$ cat src/pkg/slms_defines.vh
// Constants for the serializer link and mode set-up block.
`ifndef SLMS_DEFINES_VH
`define SLMS_DEFINES_VH

// ============================================================
// Register byte offsets
`define SLMS_OFF_CTRL       12'h000
`define SLMS_OFF_STATUS     12'h004
`define SLMS_OFF_REVRATE    12'h008

// ============================================================
// Control register fields
`define SLMS_CTRL_RATE_LO   2
`define SLMS_CTRL_RATE_HI   3
`define SLMS_CTRL_COAX      4
`define SLMS_CTRL_TUNNEL    5
`define SLMS_CTRL_LINKRST   6
`define SLMS_CTRL_ONESHOT   7
`define SLMS_CTRL_VCREMAP   8
`define SLMS_CTRL_LINECHK   9
`define SLMS_CTRL_PKTCHK    10
`define SLMS_CTRL_LOCKPIN   11

// ============================================================
// Status register fields
`define SLMS_STAT_LOCK      0
`define SLMS_STAT_TRAIN     1
`define SLMS_STAT_ERR       2
`define SLMS_STAT_STRAP_LO  3
`define SLMS_STAT_STRAP_HI  5
`define SLMS_STAT_FULL      6
`define SLMS_STAT_TAKEN     7

// ============================================================
// Encodings and reset values
`define SLMS_RATE_3G        2'h1
`define SLMS_RATE_6G        2'h2
`define SLMS_LINECHK_RST    1'h1
`define SLMS_PKTCHK_RST     1'h0
`define SLMS_LOCKPIN_RST    1'h1

// Reverse channel rate in kbit/s (187.5 Mbit/s).
`define SLMS_REV_RATE_KBPS  32'h0002dc6c

// Clock edges with the synchronised power-down pin high before the strap is sampled.
`define SLMS_STRAP_SETTLE   2'h3

`endif

$ cat src/logic/slms_top.v
// Link and mode set-up for the camera-side serializer with an APB register port.
//
// The implementer's own choices: the register addresses and register access over APB.
`timescale 1ns/100ps
`default_nettype none
`include "slms_defines.vh"

module slms_top #(
    parameter FULL_FEATURE = 1
) (
    // Clock and reset
    input  wire        pclk,
    input  wire        presetn,
    // APB slave
    input  wire        psel,
    input  wire        penable,
    input  wire        pwrite,
    input  wire [11:0] paddr,
    input  wire [31:0] pwdata,
    output reg  [31:0] prdata,
    output reg         pready,
    output reg         pslverr,
    // Pins
    input  wire [2:0]  strap_config_level,
    input  wire        power_down_pin_n,
    output reg         lock_indicator_pin,
    output reg         error_out_pin_n,
    // Serial link PHY
    input  wire        phy_locked,
    output reg         link_reset,
    output reg         link_train_start,
    output reg  [1:0]  link_rate_sel,
    output reg         link_coax,
    output reg         link_tunnel,
    // Video path feature controls
    output reg         passthrough_en,
    output reg         e2e_crc_en,
    output reg         vc_remap_allow,
    output reg         long_line_allow,
    output reg         video_line_check,
    output reg         packet_check_opt,
    output reg  [31:0] rev_rate_kbps
);

    localparam ST_HOLD  = 3'b001;
    localparam ST_TRAIN = 3'b010;
    localparam ST_LOCK  = 3'b100;

    // ============================================================
    // Pin synchronisers
    wire [4:0] sync_out;
    wire [2:0] strap_s   = sync_out[2:0];
    wire       pwr_up_s  = sync_out[3];
    wire       locked_s  = sync_out[4];

    slms_sync2 #(.W(5)) u_sync (
        .clk  (pclk),
        .rst_n(presetn),
        .din  ({phy_locked, power_down_pin_n, strap_config_level}),
        .dout (sync_out)
    );

    // ============================================================
    // State
    reg [1:0] settle_cnt;
    reg       strap_taken;
    reg [2:0] strap_val;
    reg [1:0] rate;
    reg       coax;
    reg       tunnel;
    reg       rst_bit;
    reg       oneshot;
    reg       vc_remap;
    reg       line_chk;
    reg       pkt_chk;
    reg       lockpin_en;
    reg       cfg_err;
    reg [2:0] state;
    reg [2:0] next_state;

    wire apb_wr  = psel & penable & pwrite & pready;
    wire wr_ctrl = apb_wr && (paddr == `SLMS_OFF_CTRL);
    wire wr_stat = apb_wr && (paddr == `SLMS_OFF_STATUS);
    wire [1:0] wr_rate = pwdata[`SLMS_CTRL_RATE_HI:`SLMS_CTRL_RATE_LO];

    wire strap_6g  = strap_s[0];
    wire strap_ok  = (FULL_FEATURE != 0) || !strap_6g;
    wire rate_ok   = (wr_rate == `SLMS_RATE_3G) ||
                     ((wr_rate == `SLMS_RATE_6G) && (FULL_FEATURE != 0));
    wire take_now  = !strap_taken && pwr_up_s && (settle_cnt == `SLMS_STRAP_SETTLE);
    wire link_hold = rst_bit | oneshot | !strap_taken;
    wire err_set   = (take_now && !strap_ok) || (wr_ctrl && !rate_ok);

    // ============================================================
    // Strap capture and configuration registers
    always @(posedge pclk or negedge presetn) begin
        if (!presetn) begin
            settle_cnt  <= 2'h0;
            strap_taken <= 1'b0;
            strap_val   <= 3'h0;
            rate        <= `SLMS_RATE_3G;
            coax        <= 1'b0;
            tunnel      <= 1'b1;
            rst_bit     <= 1'b0;
            oneshot     <= 1'b0;
            vc_remap    <= 1'b0;
            line_chk    <= `SLMS_LINECHK_RST;
            pkt_chk     <= `SLMS_PKTCHK_RST;
            lockpin_en  <= `SLMS_LOCKPIN_RST;
            cfg_err     <= 1'b0;
        end else if (!pwr_up_s) begin
            // Power-down acts as a power cycle: the strap is taken again on wake.
            settle_cnt  <= 2'h0;
            strap_taken <= 1'b0;
            rst_bit     <= 1'b0;
            oneshot     <= 1'b0;
            vc_remap    <= 1'b0;
            line_chk    <= `SLMS_LINECHK_RST;
            pkt_chk     <= `SLMS_PKTCHK_RST;
            lockpin_en  <= `SLMS_LOCKPIN_RST;
            cfg_err     <= 1'b0;
        end else begin
            if (settle_cnt != `SLMS_STRAP_SETTLE) begin
                settle_cnt <= settle_cnt + 2'h1;
            end
            if (take_now) begin
                strap_taken <= 1'b1;
                strap_val   <= strap_s;
                coax        <= strap_s[2];
                tunnel      <= !strap_s[1];
                rate        <= (strap_6g && strap_ok) ? `SLMS_RATE_6G : `SLMS_RATE_3G;
            end
            oneshot <= 1'b0;
            if (wr_ctrl) begin
                if (rate_ok) begin
                    rate <= wr_rate;
                end
                coax       <= pwdata[`SLMS_CTRL_COAX];
                tunnel     <= pwdata[`SLMS_CTRL_TUNNEL];
                rst_bit    <= pwdata[`SLMS_CTRL_LINKRST];
                oneshot    <= pwdata[`SLMS_CTRL_ONESHOT];
                vc_remap   <= pwdata[`SLMS_CTRL_VCREMAP];
                line_chk   <= pwdata[`SLMS_CTRL_LINECHK];
                pkt_chk    <= pwdata[`SLMS_CTRL_PKTCHK];
                lockpin_en <= pwdata[`SLMS_CTRL_LOCKPIN];
            end
            // A new rejection in the clearing cycle wins over the clear.
            if (err_set) begin
                cfg_err <= 1'b1;
            end else if (wr_stat && pwdata[`SLMS_STAT_ERR]) begin
                cfg_err <= 1'b0;
            end
        end
    end

    // ============================================================
    // Link training sequencer
    always @* begin
        next_state = state;
        case (state)
            // Hold is left only after the synchronised lock has dropped, so a stale lock is never reused.
            ST_HOLD:  if (!link_hold && !locked_s) next_state = ST_TRAIN;
            ST_TRAIN: if (link_hold) next_state = ST_HOLD;
                      else if (locked_s) next_state = ST_LOCK;
            ST_LOCK:  if (link_hold) next_state = ST_HOLD;
                      else if (!locked_s) next_state = ST_TRAIN;
            default:  next_state = ST_HOLD;
        endcase
    end

    always @(posedge pclk or negedge presetn) begin
        if (!presetn) begin
            state              <= ST_HOLD;
            link_train_start   <= 1'b0;
            link_reset         <= 1'b1;
            link_rate_sel      <= `SLMS_RATE_3G;
            link_coax          <= 1'b0;
            link_tunnel        <= 1'b1;
            lock_indicator_pin <= 1'b0;
            error_out_pin_n    <= 1'b1;
            passthrough_en     <= 1'b1;
            e2e_crc_en         <= 1'b1;
            vc_remap_allow     <= 1'b0;
            long_line_allow    <= 1'b1;
            video_line_check   <= `SLMS_LINECHK_RST;
            packet_check_opt   <= `SLMS_PKTCHK_RST;
            rev_rate_kbps      <= `SLMS_REV_RATE_KBPS;
        end else begin
            state              <= next_state;
            link_train_start   <= (state == ST_HOLD) && (next_state == ST_TRAIN);
            link_reset         <= (next_state == ST_HOLD);
            link_rate_sel      <= rate;
            link_coax          <= coax;
            link_tunnel        <= tunnel;
            lock_indicator_pin <= lockpin_en && (state == ST_LOCK);
            error_out_pin_n    <= !cfg_err;
            passthrough_en     <= tunnel;
            e2e_crc_en         <= tunnel;
            vc_remap_allow     <= !tunnel && vc_remap;
            long_line_allow    <= tunnel;
            video_line_check   <= line_chk;
            packet_check_opt   <= pkt_chk;
            rev_rate_kbps      <= `SLMS_REV_RATE_KBPS;
        end
    end

    // ============================================================
    // APB slave: one access cycle, registered answer
    reg [31:0] rd_mux;
    reg        addr_bad;

    always @* begin
        rd_mux   = 32'h0;
        addr_bad = 1'b0;
        case (paddr)
            `SLMS_OFF_CTRL: begin
                rd_mux[`SLMS_CTRL_RATE_HI:`SLMS_CTRL_RATE_LO] = rate;
                rd_mux[`SLMS_CTRL_COAX]    = coax;
                rd_mux[`SLMS_CTRL_TUNNEL]  = tunnel;
                rd_mux[`SLMS_CTRL_LINKRST] = rst_bit;
                rd_mux[`SLMS_CTRL_VCREMAP] = vc_remap;
                rd_mux[`SLMS_CTRL_LINECHK] = line_chk;
                rd_mux[`SLMS_CTRL_PKTCHK]  = pkt_chk;
                rd_mux[`SLMS_CTRL_LOCKPIN] = lockpin_en;
            end
            `SLMS_OFF_STATUS: begin
                rd_mux[`SLMS_STAT_LOCK]  = (state == ST_LOCK);
                rd_mux[`SLMS_STAT_TRAIN] = (state == ST_TRAIN);
                rd_mux[`SLMS_STAT_ERR]   = cfg_err;
                rd_mux[`SLMS_STAT_STRAP_HI:`SLMS_STAT_STRAP_LO] = strap_val;
                rd_mux[`SLMS_STAT_FULL]  = (FULL_FEATURE != 0);
                rd_mux[`SLMS_STAT_TAKEN] = strap_taken;
            end
            `SLMS_OFF_REVRATE: rd_mux = `SLMS_REV_RATE_KBPS;
            default: addr_bad = 1'b1;
        endcase
    end

    always @(posedge pclk or negedge presetn) begin
        if (!presetn) begin
            pready  <= 1'b0;
            pslverr <= 1'b0;
            prdata  <= 32'h0;
        end else begin
            pready  <= psel & ~penable;
            pslverr <= psel & ~penable & addr_bad;
            if (psel & ~penable & ~pwrite) begin
                prdata <= rd_mux;
            end
        end
    end

endmodule // slms_top

`default_nettype wire

$ cat src/logic/slms_sync2.v
// Two flip-flop synchroniser for asynchronous level inputs.
`timescale 1ns/100ps
`default_nettype none

module slms_sync2 #(
    parameter W = 1
) (
    // Clock and reset
    input  wire         clk,
    input  wire         rst_n,
    // Levels
    input  wire [W-1:0] din,
    output reg  [W-1:0] dout
);

    reg [W-1:0] meta;

    always @(posedge clk or negedge rst_n) begin
        if (!rst_n) begin
            meta <= {W{1'b0}};
            dout <= {W{1'b0}};
        end else begin
            meta <= din;
            dout <= meta;
        end
    end

endmodule // slms_sync2

`default_nettype wire

$ cat config.mk
export PLATFORM = sky130hd
export DESIGN_NAME = slms_top
export DESIGN_NICKNAME = d
export VERILOG_FILES = /design/src/logic/slms_top.v /design/src/logic/slms_sync2.v
export VERILOG_INCLUDE_DIRS = /design/src /design/src/pkg
export SDC_FILE = /design/constraint.sdc
export NUM_CORES = 1
export LEC_CHECK = 0
export ABC_AREA = 1
export BUFFER_PORTS_ARGS = -buffer_cell sky130_fd_sc_hd__buf_2
export CORE_MARGIN = 1.5
export CORE_UTILIZATION = 35
export CTS_CLUSTER_DIAMETER = 200
export DETAILED_ROUTE_END_ITERATION = 6
export GPL_TIMING_DRIVEN = 1
export PLACE_DENSITY_LB_ADDON = 0.1
export SYNTH_ARGS = -nofsm -noshare
export SYNTH_HDL_FRONTEND = slang
export SYNTH_SLANG_ARGS = --single-unit
$ cat constraint.sdc
create_clock -name pclk -period 1.5 [get_ports pclk]
set_input_delay 0.075 -clock pclk [delete_from_list [all_inputs] [get_ports pclk]]
set_output_delay 0.075 -clock pclk [all_outputs]
set_load 0.1 [all_outputs]
==> results.yml, run 1 <==
synthesis:
  synth_seq_area_share_pct: 51.2
  synthMuxAreaShare_pct: 0
  avgSynthCellArea_um2: 9.39
  ys_warn_count: 0
  syn_inst: 294
  synth-xor-area-share_pct: 0
  ys_top_cells_by_area: "dfrtp_1 (42%), buf_4 (15%), dfstp_2 (9.5%)"
  synth_top_family_by_area: "simple AND/OR/NAND/NOR gates"
  ys_ff_latch: 56
  synth.top_cell.area_share_pct: 41.7
  synth_compound_area_share_pct: 5.30
  syn_area_mm2: 0.00276
  synth_top_area_cell: "dfrtp_1"
  synth_cell_types: 33
  synth_fa_ha_area_share_pct: 0.453
  synth-simple-area-share_pct: 23.0
power:
  combinationalPowerShare_pct: 35.2
  power_density_mw_per_mm2: 1420
  seq_power_share_pct: 39.7
  switching_share_pct: 43.8
  p_int_mw: 2.59
  leakage_nw: 1.82
  power_frac_clock_pct: 25.1
  vdd_drop_max_mv: 0.701
  p_switching_mw: 2.01
setup_path:
  crit_path_end_kind: "flop"
  crit_arrival_ns: 1.62
  critPathBufInv: 3
  required_ns: 1.74
  path_common_cell: "nand2_1"
  cp-start-kind: "input port"
  critPathKind: "in2reg"
  critPathMaxFanout: 6
  cp_slowest_cell: "dlygate4sd3_1"
  critPathMaxStageDelay_ns: 0.52
  critical-path-top-delay-family: "buffers and inverters"
  worstPathCellList: "dlygate4sd3_1 -> buf_2 -> nand2_1 -> nor2_2 -> nand4_2 -> clkinv_1 -> nand2_1 -> o21ai_0"
global_route:
  grt_overflow: 0
  grt_pass1_wl_mm: 8.59
  antenna_found_initial: 0
  grt_max_degree: 57
  grtUsageTotal_pct: 13.0
  grt_pass1_vias: 1696
route:
  wire_per_inst_um: 10.9
  first_pass_iters: 4
  route.detailed.drc: 0
  drt_iter0_drc: 67
  routed_wl_mm: 5.19
  num_vias: 1940
  viasPerCell: 4.09
  ant_nets: 0
timing:
  period_share_pct: 92.2
  finalHoldViolations: 0
  tns_ns: 0
  max_freq_mhz: 723
  hold_slack_ns: 0.0101
  rsz0062_at_grt: "false"
  setup_viol: 0
  slew_viol_final: 0
  period_minus_slack_ns: 1.38
  fin_worst_skew_ns: 0.00916
floorplan:
  die_w_um: 91.8
  dieHeight_um: 91.8
  io_pins: 134
  start_util_pct: 35.9
  core_mm2: 0.00769
  dieArea_mm2: 0.00843
  rows: 32
outcome:
  status: "finished, final reports clean"
layout:
  diodes: 0
  drive_gt1_share_pct: 29.3
  nets: 426
  syn_to_final_growth_pct: 17.8
  multi_input_area_um2: 976
  num-fill-cells: 804
  register_area_mm2: 0.00142
  fin_cells: 474
placement:
  gp_congestion: 0.718
  dpl.hpwl_mm: 3.78
  portBuffers: 63
  place_inst: 452
min_path:
  worstHoldPathType: "in2reg"
job:
  cap_violations: 0
clocking:
  clkTransAtPathRegs_ns: 0.10
  post_cts_buffers: 0
  tritoncts: "done"
  cts_root_buf: "clkbuf_8"
  cts.path.max_buffers: 2
  insertion_delay_ns: 0.31
  cts_max_level: 2
  cts.sinks: 56
  cts_made_buffers: 5
==> what timing repair did <==
| action | 4_1_cts | 5_1_grt |
|---|---|---|
| gates resized for setup | 0 | 2 |
| endpoints found under the hold margin | 59 | 0 |
| hold buffers | 14 | 0 |
| setup endpoints to repair | 0 | 3 |
==> layout make-up <==
type	count	share of cell area, %
repair buffers	82	15.6
clock buffers	6	2.23
inverters	25	2.89
multi-input cells	201	30.0
well taps	102	3.93
flip-flops and latches	56	43.5
clock inverters	2	1.85
==> worst register-to-register path: stages, from the launching register on <==
cell	delay (ns)
dfrtp_2	0.37
nand2_1	0.06
nor2_2	0.34
nand4_2	0.24
clkinv_1	0.14
nand2_1	0.05
o21ai_0	0.07
==> kinds of logic (layout without fill, tap and decap cells) <==
logic type / count (synthesis) / in the layout
other: 2 / 48
AO/OA/AOI/OAI: 24 / 24
flip-flops: 56 / 56
AND/OR/NAND/NOR: 128 / 128
adder cells (fa/ha/maj): 1 / 1
buffers and inverters: 83 / 115
==> synthesized netlist by cell type <==
master    instances
nand2_1          69
buf_4            56
dfrtp_1          46
inv_1            22
nand3_1          18
nor2_1           17
dfstp_2          10
o21ai_0           8
nand2_2           6
o21ai_1           6
a21oi_1           4
nand4_1           4
o31ai_1           3
conb_1            2
inv_2             2
nor2_8            2
nor3_1            2
o31ai_2           2
a21oi_2           1
buf_12            1
buf_6             1
clkinv_1          1
ha_1              1
nand2_4           1
nand2_8           1
nand3_2           1
nand3_4           1
nand3b_1          1
nand4_2           1
nor2_2            1
nor3_2            1
nor3b_1           1
or2_2             1
==> worst paths after layout <==
check	endpoint	slack [ns]	cells past startpoint	startpoint
worst min-delay path	pslverr	0.01	3	psel
worst min register to register	u_sync.dout[1]	0.35	0	u_sync.meta[1]
worst max-delay path	pkt_chk	0.12	8	penable
min in group asynchronous	u_sync.dout[4]	0.28	3	presetn
worst max register to register	pkt_chk	0.17	6	pready
max in group asynchronous	long_line_allow	0.92	3	presetn
==> power by group through the flow <==
stage / Sequential (mW) / Combinational (mW) / Clock, mW
global route: 1.85 / 1.69 / 1.26
detailed placement: 1.85 / 1.60 / 0
CTS: 1.83 / 1.63 / 1.20
global placement: 1.86 / 1.59 / 0
finish: 1.83 / 1.62 / 1.15
floorplan: 2.20 / 1.16 / 0
==> placed cells by master, fill, tap and decap left out, drive strengths merged <==
| master | instances |
|---|---|
| o21ai | 14 |
| nand4 | 5 |
| buf | 68 |
| clkinv | 1 |
| nand3 | 20 |
| inv | 24 |
| dlygate4sd3 | 14 |
| nor2 | 20 |
| a21oi | 5 |
| dfstp | 10 |
| nand2 | 77 |
| ha | 1 |
| o31ai | 5 |
| or2 | 1 |
| nor3 | 3 |
| dfrtp | 46 |
| nor3b | 1 |
| conb | 48 |
| bufinv | 2 |
| clkbuf | 6 |
| nand3b | 1 |
==> flip-flops by register name (all words and copies together), names as in the netlist, 2 cells and up <==
| register | flops |
|---|---|
| link_rate_sel | 2 |
| strap_val | 3 |
| state | 3 |
| prdata | 13 |
| u_sync.dout | 5 |
| u_sync.meta | 5 |
| settle_cnt | 2 |
| rate | 2 |
==> metrics by stage <==
stage          power (mW)  util, %  setup slack, ns  instance area (µm²)
3_3_place_gp         3.45     38.7            0.146                 2980
3_5_place_dp         3.45     38.7            0.104                 2980
4_1_cts              4.65     42.3           0.0658                 3250
5_1_grt              4.80     42.3         0.000750                 3250
2_1_floorplan        3.37        -           0.0314                 2930
6_report             4.60     42.3            0.117                 3250
==> layer usage <==
metal	part of all wire (%)	vias to the layer above	track usage, %
met4	1.1	0	4.23
met3	4.4	5	2.82
met5	0	-	0
met1	48	901	18.4
met2	47	58	19.6
li1	-	976	-
Power figures use the tool's default switching activity.
==> inputs of run 2 (changes only) <==
Settings changed: CTS_BUF_LIST set to sky130_fd_sc_hd__clkbuf_4.
==> results.yml, run 2 (synthesis results as in run 1) <==
clocking:
  cts_max_level: 2
  insertion_delay_ns: 0.39
  post_cts_buffers: 0
  cts.path.max_buffers: 2
  cts.sinks: 56
  cts_root_buf: "clkbuf_4"
  clkTransAtPathRegs_ns: 0.15
  cts_made_buffers: 5
  tritoncts: "done"
global_route:
  busiest_layer: "met2"
  grt_overflow: 0
  grtUsageTotal_pct: 12.9
  use_met3_pct: 2.82
  grtUsageMet1_pct: 18.4
  grt_max_degree: 57
  grt_pass1_wl_mm: 8.56
  antenna_found_initial: 0
  grt_pass1_vias: 1709
  grtUsageMet2_pct: 19.4
min_path:
  hold_start: "pwdata[4]"
  min_path_cells: 5
  worstHoldPathType: "in2reg"
  holdPathEnd: "coax"
route:
  drt_iter0_drc: 81
  wire_per_inst_um: 10.9
  ant_nets: 0
  viasPerCell: 4.06
  routed_wl_mm: 5.19
  route.detailed.drc: 0
  num_vias: 1932
  first_pass_iters: 4
layout:
  largest_reg_flops: 13
  diodes: 0
  largestRegisters: "prdata (13), u_sync.dout (5), u_sync.meta (5)"
  nets: 428
  syn_to_final_growth_pct: 17.5
  final_cell_mix: "nand2_1 (69), buf_2 (63), conb_1 (48), dfrtp_1 (45), inv_1 (21)"
  drive_gt1_share_pct: 29.4
  regMostFlops: "prdata"
  num-fill-cells: 806
  final_common_cell: "nand2_1"
  fin_util_pct: 42.2
setup_path:
  critPathMaxStageDelay_ns: 0.57
  crit_arrival_ns: 1.37
  rrSetupSlack_ns: 0.17
  cp-start-kind: "flop"
  reg2reg_to: "pkt_chk"
  r2r-start: "pready"
  reg2reg_depth: 6
  cp_slowest_cell: "dfstp_2"
  critical-path-top-delay-family: "flip-flops"
  crit_path_end_kind: "primary output"
  worstPathCellList: "buf_2"
  critPathMaxFanout: 4
  critPathBufInv: 1
  required_ns: 1.42
  critPathKind: "reg2out"
placement:
  dpl.hpwl_mm: 3.78
  gp_congestion: 0.718
  portBuffers: 63
outcome:
  status: "finished, final reports clean"
timing:
  max_freq_mhz: 692
  period_minus_slack_ns: 1.44
  rsz0062_at_grt: "false"
  setup_viol: 0
  finalHoldViolations: 0
  tns_ns: 0
  period_share_pct: 96.3
  fin_worst_skew_ns: 0.0198
  slew_viol_final: 0
job:
  cap_violations: 0
power:
  vdd_drop_max_mv: 0.701
  leakage_nw: 1.81
  power_density_mw_per_mm2: 1380
floorplan:
  core_mm2: 0.00769
  die_w_um: 91.8
  start_util_pct: 35.9
  dieHeight_um: 91.8
  io_pins: 134
  dieArea_mm2: 0.00843
  rows: 32
-- run 2: changes by cell type in the layout (fill, tap and decap cells not counted) --
cell,before,now
clkbuf_4,0,6
clkbuf_8,5,0
dlygate4sd3_1,14,16
clkbuf_1,1,0
-- run 2: worst max-delay path by stage --
stage | slack (ns) | cells after the start | from | to
finish | 0.06 | 1 | long_line_allow | passthrough_en
global route | 0.01 | 1 | long_line_allow | link_tunnel
CTS | 0.03 | 1 | long_line_allow | e2e_crc_en
detailed placement | 0.10 | 8 | settle_cnt[0] | rate[1]
global placement | 0.15 | 8 | settle_cnt[0] | rate[1]
floorplan | 0.03 | 6 | pready | pkt_chk
-- run 2: metal layers --
layer	up-vias	wire [µm]
met5	-	0
met4	0	80
met3	6	250
met2	58	2400
met1	889	2460
li1	979	-
-- run 2: where the power goes --
group	switching, mW	total, mW	internal, mW
Sequential	0.110	1.82	1.71
Combinational	1.41	1.62	0.210
Clock	0.473	1.01	0.539
-- run 2: per-stage QoR --
step	area (µm²)	total power [mW]	cells	setup WS (ns)	hold slack, ns
2_1_floorplan	2930	3.37	340	0.0314	-0.221
3_3_place_gp	2980	3.45	452	0.146	0.101
3_5_place_dp	2980	3.45	452	0.104	0.103
4_1_cts	3240	4.51	476	0.0332	0.0273
5_1_grt	3240	4.66	476	0.0102	0.0373
6_report	3240	4.46	476	0.0555	0.0438
-- run 2: final cells by class --
class | instances | area, µm² | area share (%)
Inverter | 25 | 93.8 | 2.89
Tap cell | 102 | 128 | 3.94
Multi-Input combinational cell | 201 | 976 | 30.1
Clock buffer | 6 | 45.0 | 1.39
Timing Repair Buffer | 84 | 526 | 16.2
Sequential cell | 56 | 1420 | 43.6
Clock inverter | 2 | 60.1 | 1.85
-- run 2: repair_timing --
item / 4_1_cts / 5_1_grt
gates resized for setup: 0 / 2
hold buffers: 16 / 0
setup endpoints to repair: 0 / 4
hold endpoints to repair: 70 / 0
==> inputs of run 3 (changes only) <==
Settings changed: ABC_AREA 1 to unset, CORE_UTILIZATION 35 to 47, SLEW_MARGIN set to 30.
==> results.yml, run 3 <==
setup_path:
  r2r-start: "pready"
  worstPathCellList: "nand4_1 -> or4_4 -> o211a_1 -> a211oi_2"
  critical-path-top-delay-family: "simple AND/OR/NAND/NOR gates"
  rrSetupSlack_ns: -0.03
  cp_slowest_cell: "or4_4"
  cp-start-kind: "flop"
  reg2reg_depth: 4
  required_ns: 1.81
  reg2reg_to: "rate[1]"
  critPathKind: "reg2reg"
  critPathBufInv: 0
  crit_path_end_kind: "flop"
  critPathMaxFanout: 6
  critPathMaxStageDelay_ns: 0.49
  crit_arrival_ns: 1.83
synthesis:
  yosysMostFrequentCell: "buf_4"
  ys_top_cells_by_area: "dfrtp_1 (43%), buf_4 (15%), dfstp_2 (9.8%)"
  synth_fa_ha_area_share_pct: 0.468
  synth_compound_area_share_pct: 10.3
  ys.flop_type: "dfrtp_1"
  async_flop_share_pct: 100
  avgSynthCellArea_um2: 11.2
  synth_commonest_cells: "buf_4 (55), dfrtp_1 (46), nand2_1 (22)"
  synth_seq_area_share_pct: 52.9
  synthMuxAreaShare_pct: 2.76
  synth-simple-area-share_pct: 14.5
  syn_area_mm2: 0.00267
  ys_ff_latch: 56
  synth-xor-area-share_pct: 0.984
  synth_cell_types: 48
  synth_edf_count: 0
  syn_inst: 239
  synth_top_area_cell: "dfrtp_1"
  ys_warn_count: 0
  synth_top_family_by_area: "buffers and inverters"
  synth.top_cell.area_share_pct: 43.1
power:
  p_int_mw: 2.20
  power_frac_clock_pct: 15.7
  power_density_mw_per_mm2: 1220
  p_switching_mw: 1.91
  vdd_drop_max_mv: 1.02
  seq_power_share_pct: 44.0
  power_mw: 4.10
  leakage_nw: 1.74
  switching_share_pct: 46.5
  combinationalPowerShare_pct: 40.3
timing:
  fin_worst_skew_ns: 0.00985
  period_minus_slack_ns: 1.53
  slew_viol_final: 0
  period_share_pct: 102
  setup_viol: 9
  rsz0062_at_grt: "true"
  hold_slack_ns: 0.0216
  setup_slack_ns: -0.0264
  max_freq_mhz: 655
  finalHoldViolations: 0
clocking:
  cts.path.max_buffers: 2
  cts_made_buffers: 5
  tritoncts: "done"
  cts.sinks: 56
  cts_root_buf: "clkbuf_4"
  clkTransAtPathRegs_ns: 0.15
  cts_max_level: 2
  insertion_delay_ns: 0.38
placement:
  place_worst_setup_slack_ns: -0.507
  portBuffers: 63
  place_inst: 385
  gp_congestion: 0.765
  dpl.hpwl_mm: 3.72
route:
  viasPerCell: 4.58
  route.detailed.drc: 0
  routed_wl_mm: 5.23
  ant_nets: 0
  num_vias: 1898
  drt_iter0_drc: 94
  wire_per_inst_um: 12.6
  first_pass_iters: 4
global_route:
  grt_pass1_vias: 1741
  grt_overflow: 0
  grt_pass1_wl_mm: 8.38
  grt_max_degree: 57
  antenna_found_initial: 0
  grtUsageTotal_pct: 17.7
min_path:
  worstHoldPathType: "in2reg"
  holdPathEnd: "pslverr"
  hold_start: "penable"
  min_path_cells: 3
layout:
  largestRegisters: "prdata (13), u_sync.dout (5), u_sync.meta (5)"
  final_common_cell: "buf_2"
  diodes: 0
  fin_util_pct: 61.3
  nets: 396
  regMostFlops: "prdata"
  largest_reg_flops: 13
  final_cell_mix: "buf_2 (62), conb_1 (48), dfrtp_1 (45), buf_4 (27), nand2_1 (22)"
  syn_to_final_growth_pct: 26.3
  num-fill-cells: 476
  drive_gt1_share_pct: 39.5
  fin_cells: 414
outcome:
  violations: "setup timing"
  status: "complete, but fails checks"
floorplan:
  dieArea_mm2: 0.00614
  core_mm2: 0.00551
  rows: 27
  start_util_pct: 48.5
  dieHeight_um: 78.4
  die_w_um: 78.4
  io_pins: 134
job:
  cap_violations: 0
-- run 3: cell count changes after synthesis, sizes merged, moves of 5 or more --
cell / previous run / this run
nand2: 77 / 22
inv: 24 / 5
o21ai: 14 / 4
nand3: 20 / 3
nor4: 0 / 5
or4: 0 / 5
-- run 3: tightest hold or removal path: cells and delay by family --
family | cells | cell delay [ns]
buffers and inverters | 1 | 0.08
AO/OA/AOI/OAI | 1 | 0.06
AND/OR/NAND/NOR | 1 | 0.15
-- run 3: routing by layer --
layer | part of all wire, % | up-vias | GRT usage, %
met5 | 0 | - | 0
met2 | 50 | 71 | 29.5
met4 | 1.3 | 0 | 5.36
li1 | - | 917 | -
met3 | 5.4 | 6 | 4.30
met1 | 44 | 904 | 22.8
-- run 3: what timing repair did --
action,4_1_cts,5_1_grt
setup buffers,2,3
pin swaps,7,5
hold buffers,17,0
gates resized for setup,7,6
endpoints found under the hold margin,75,0
cloned,0,0
endpoints found under the setup margin,15,15
-- run 3: final cells by class --
| cell class | count | area [µm²] | area share (%) |
|---|---|---|---|
| well taps | 72 | 90.1 | 2.67 |
| multi-input cells | 162 | 1050 | 31.0 |
| flip-flops and latches | 56 | 1420 | 42.0 |
| repair buffers | 110 | 741 | 22.0 |
| inverters | 6 | 22.5 | 0.668 |
| clock inverters | 2 | 11.3 | 0.334 |
| clock buffers | 6 | 45.0 | 1.34 |
-- run 3: through the flow --
step                      TNS, ns  instance area (µm²)
after floorplan             -5.28                 2890
after global placement      -8.45                 3040
after detailed placement    -8.90                 3040
after CTS                 -0.0524                 3320
after global routing       -0.615                 3370
final                      -0.102                 3370
-- run 3: logic make-up after synthesis --
group / after synthesis
AO/OA/AOI/OAI: 33
multiplexers: 7
buffers and inverters: 67
other: 2
flip-flops: 56
XOR/XNOR: 3
AND/OR/NAND/NOR: 70
adder cells (fa/ha/maj): 1
-- run 3: how the worst max path moves through the flow --
stage	cells after the start	start	endpoint
final	4	pready	rate[1]
after CTS	4	pready	rate[1]
after floorplan	5	pready	rate[1]
after global placement	6	paddr[9]	prdata[5]
after global routing	4	pready	rate[1]
after detailed placement	6	paddr[9]	prdata[5]
-- run 3: power groups by stage --
stage	clock network, mW	logic [mW]	registers [mW]
2_1_floorplan	0	1.16	2.14
3_3_place_gp	0	1.59	1.83
3_5_place_dp	0	1.59	1.84
4_1_cts	0.669	1.64	1.81
5_1_grt	0.721	1.72	1.83
6_report	0.643	1.66	1.81
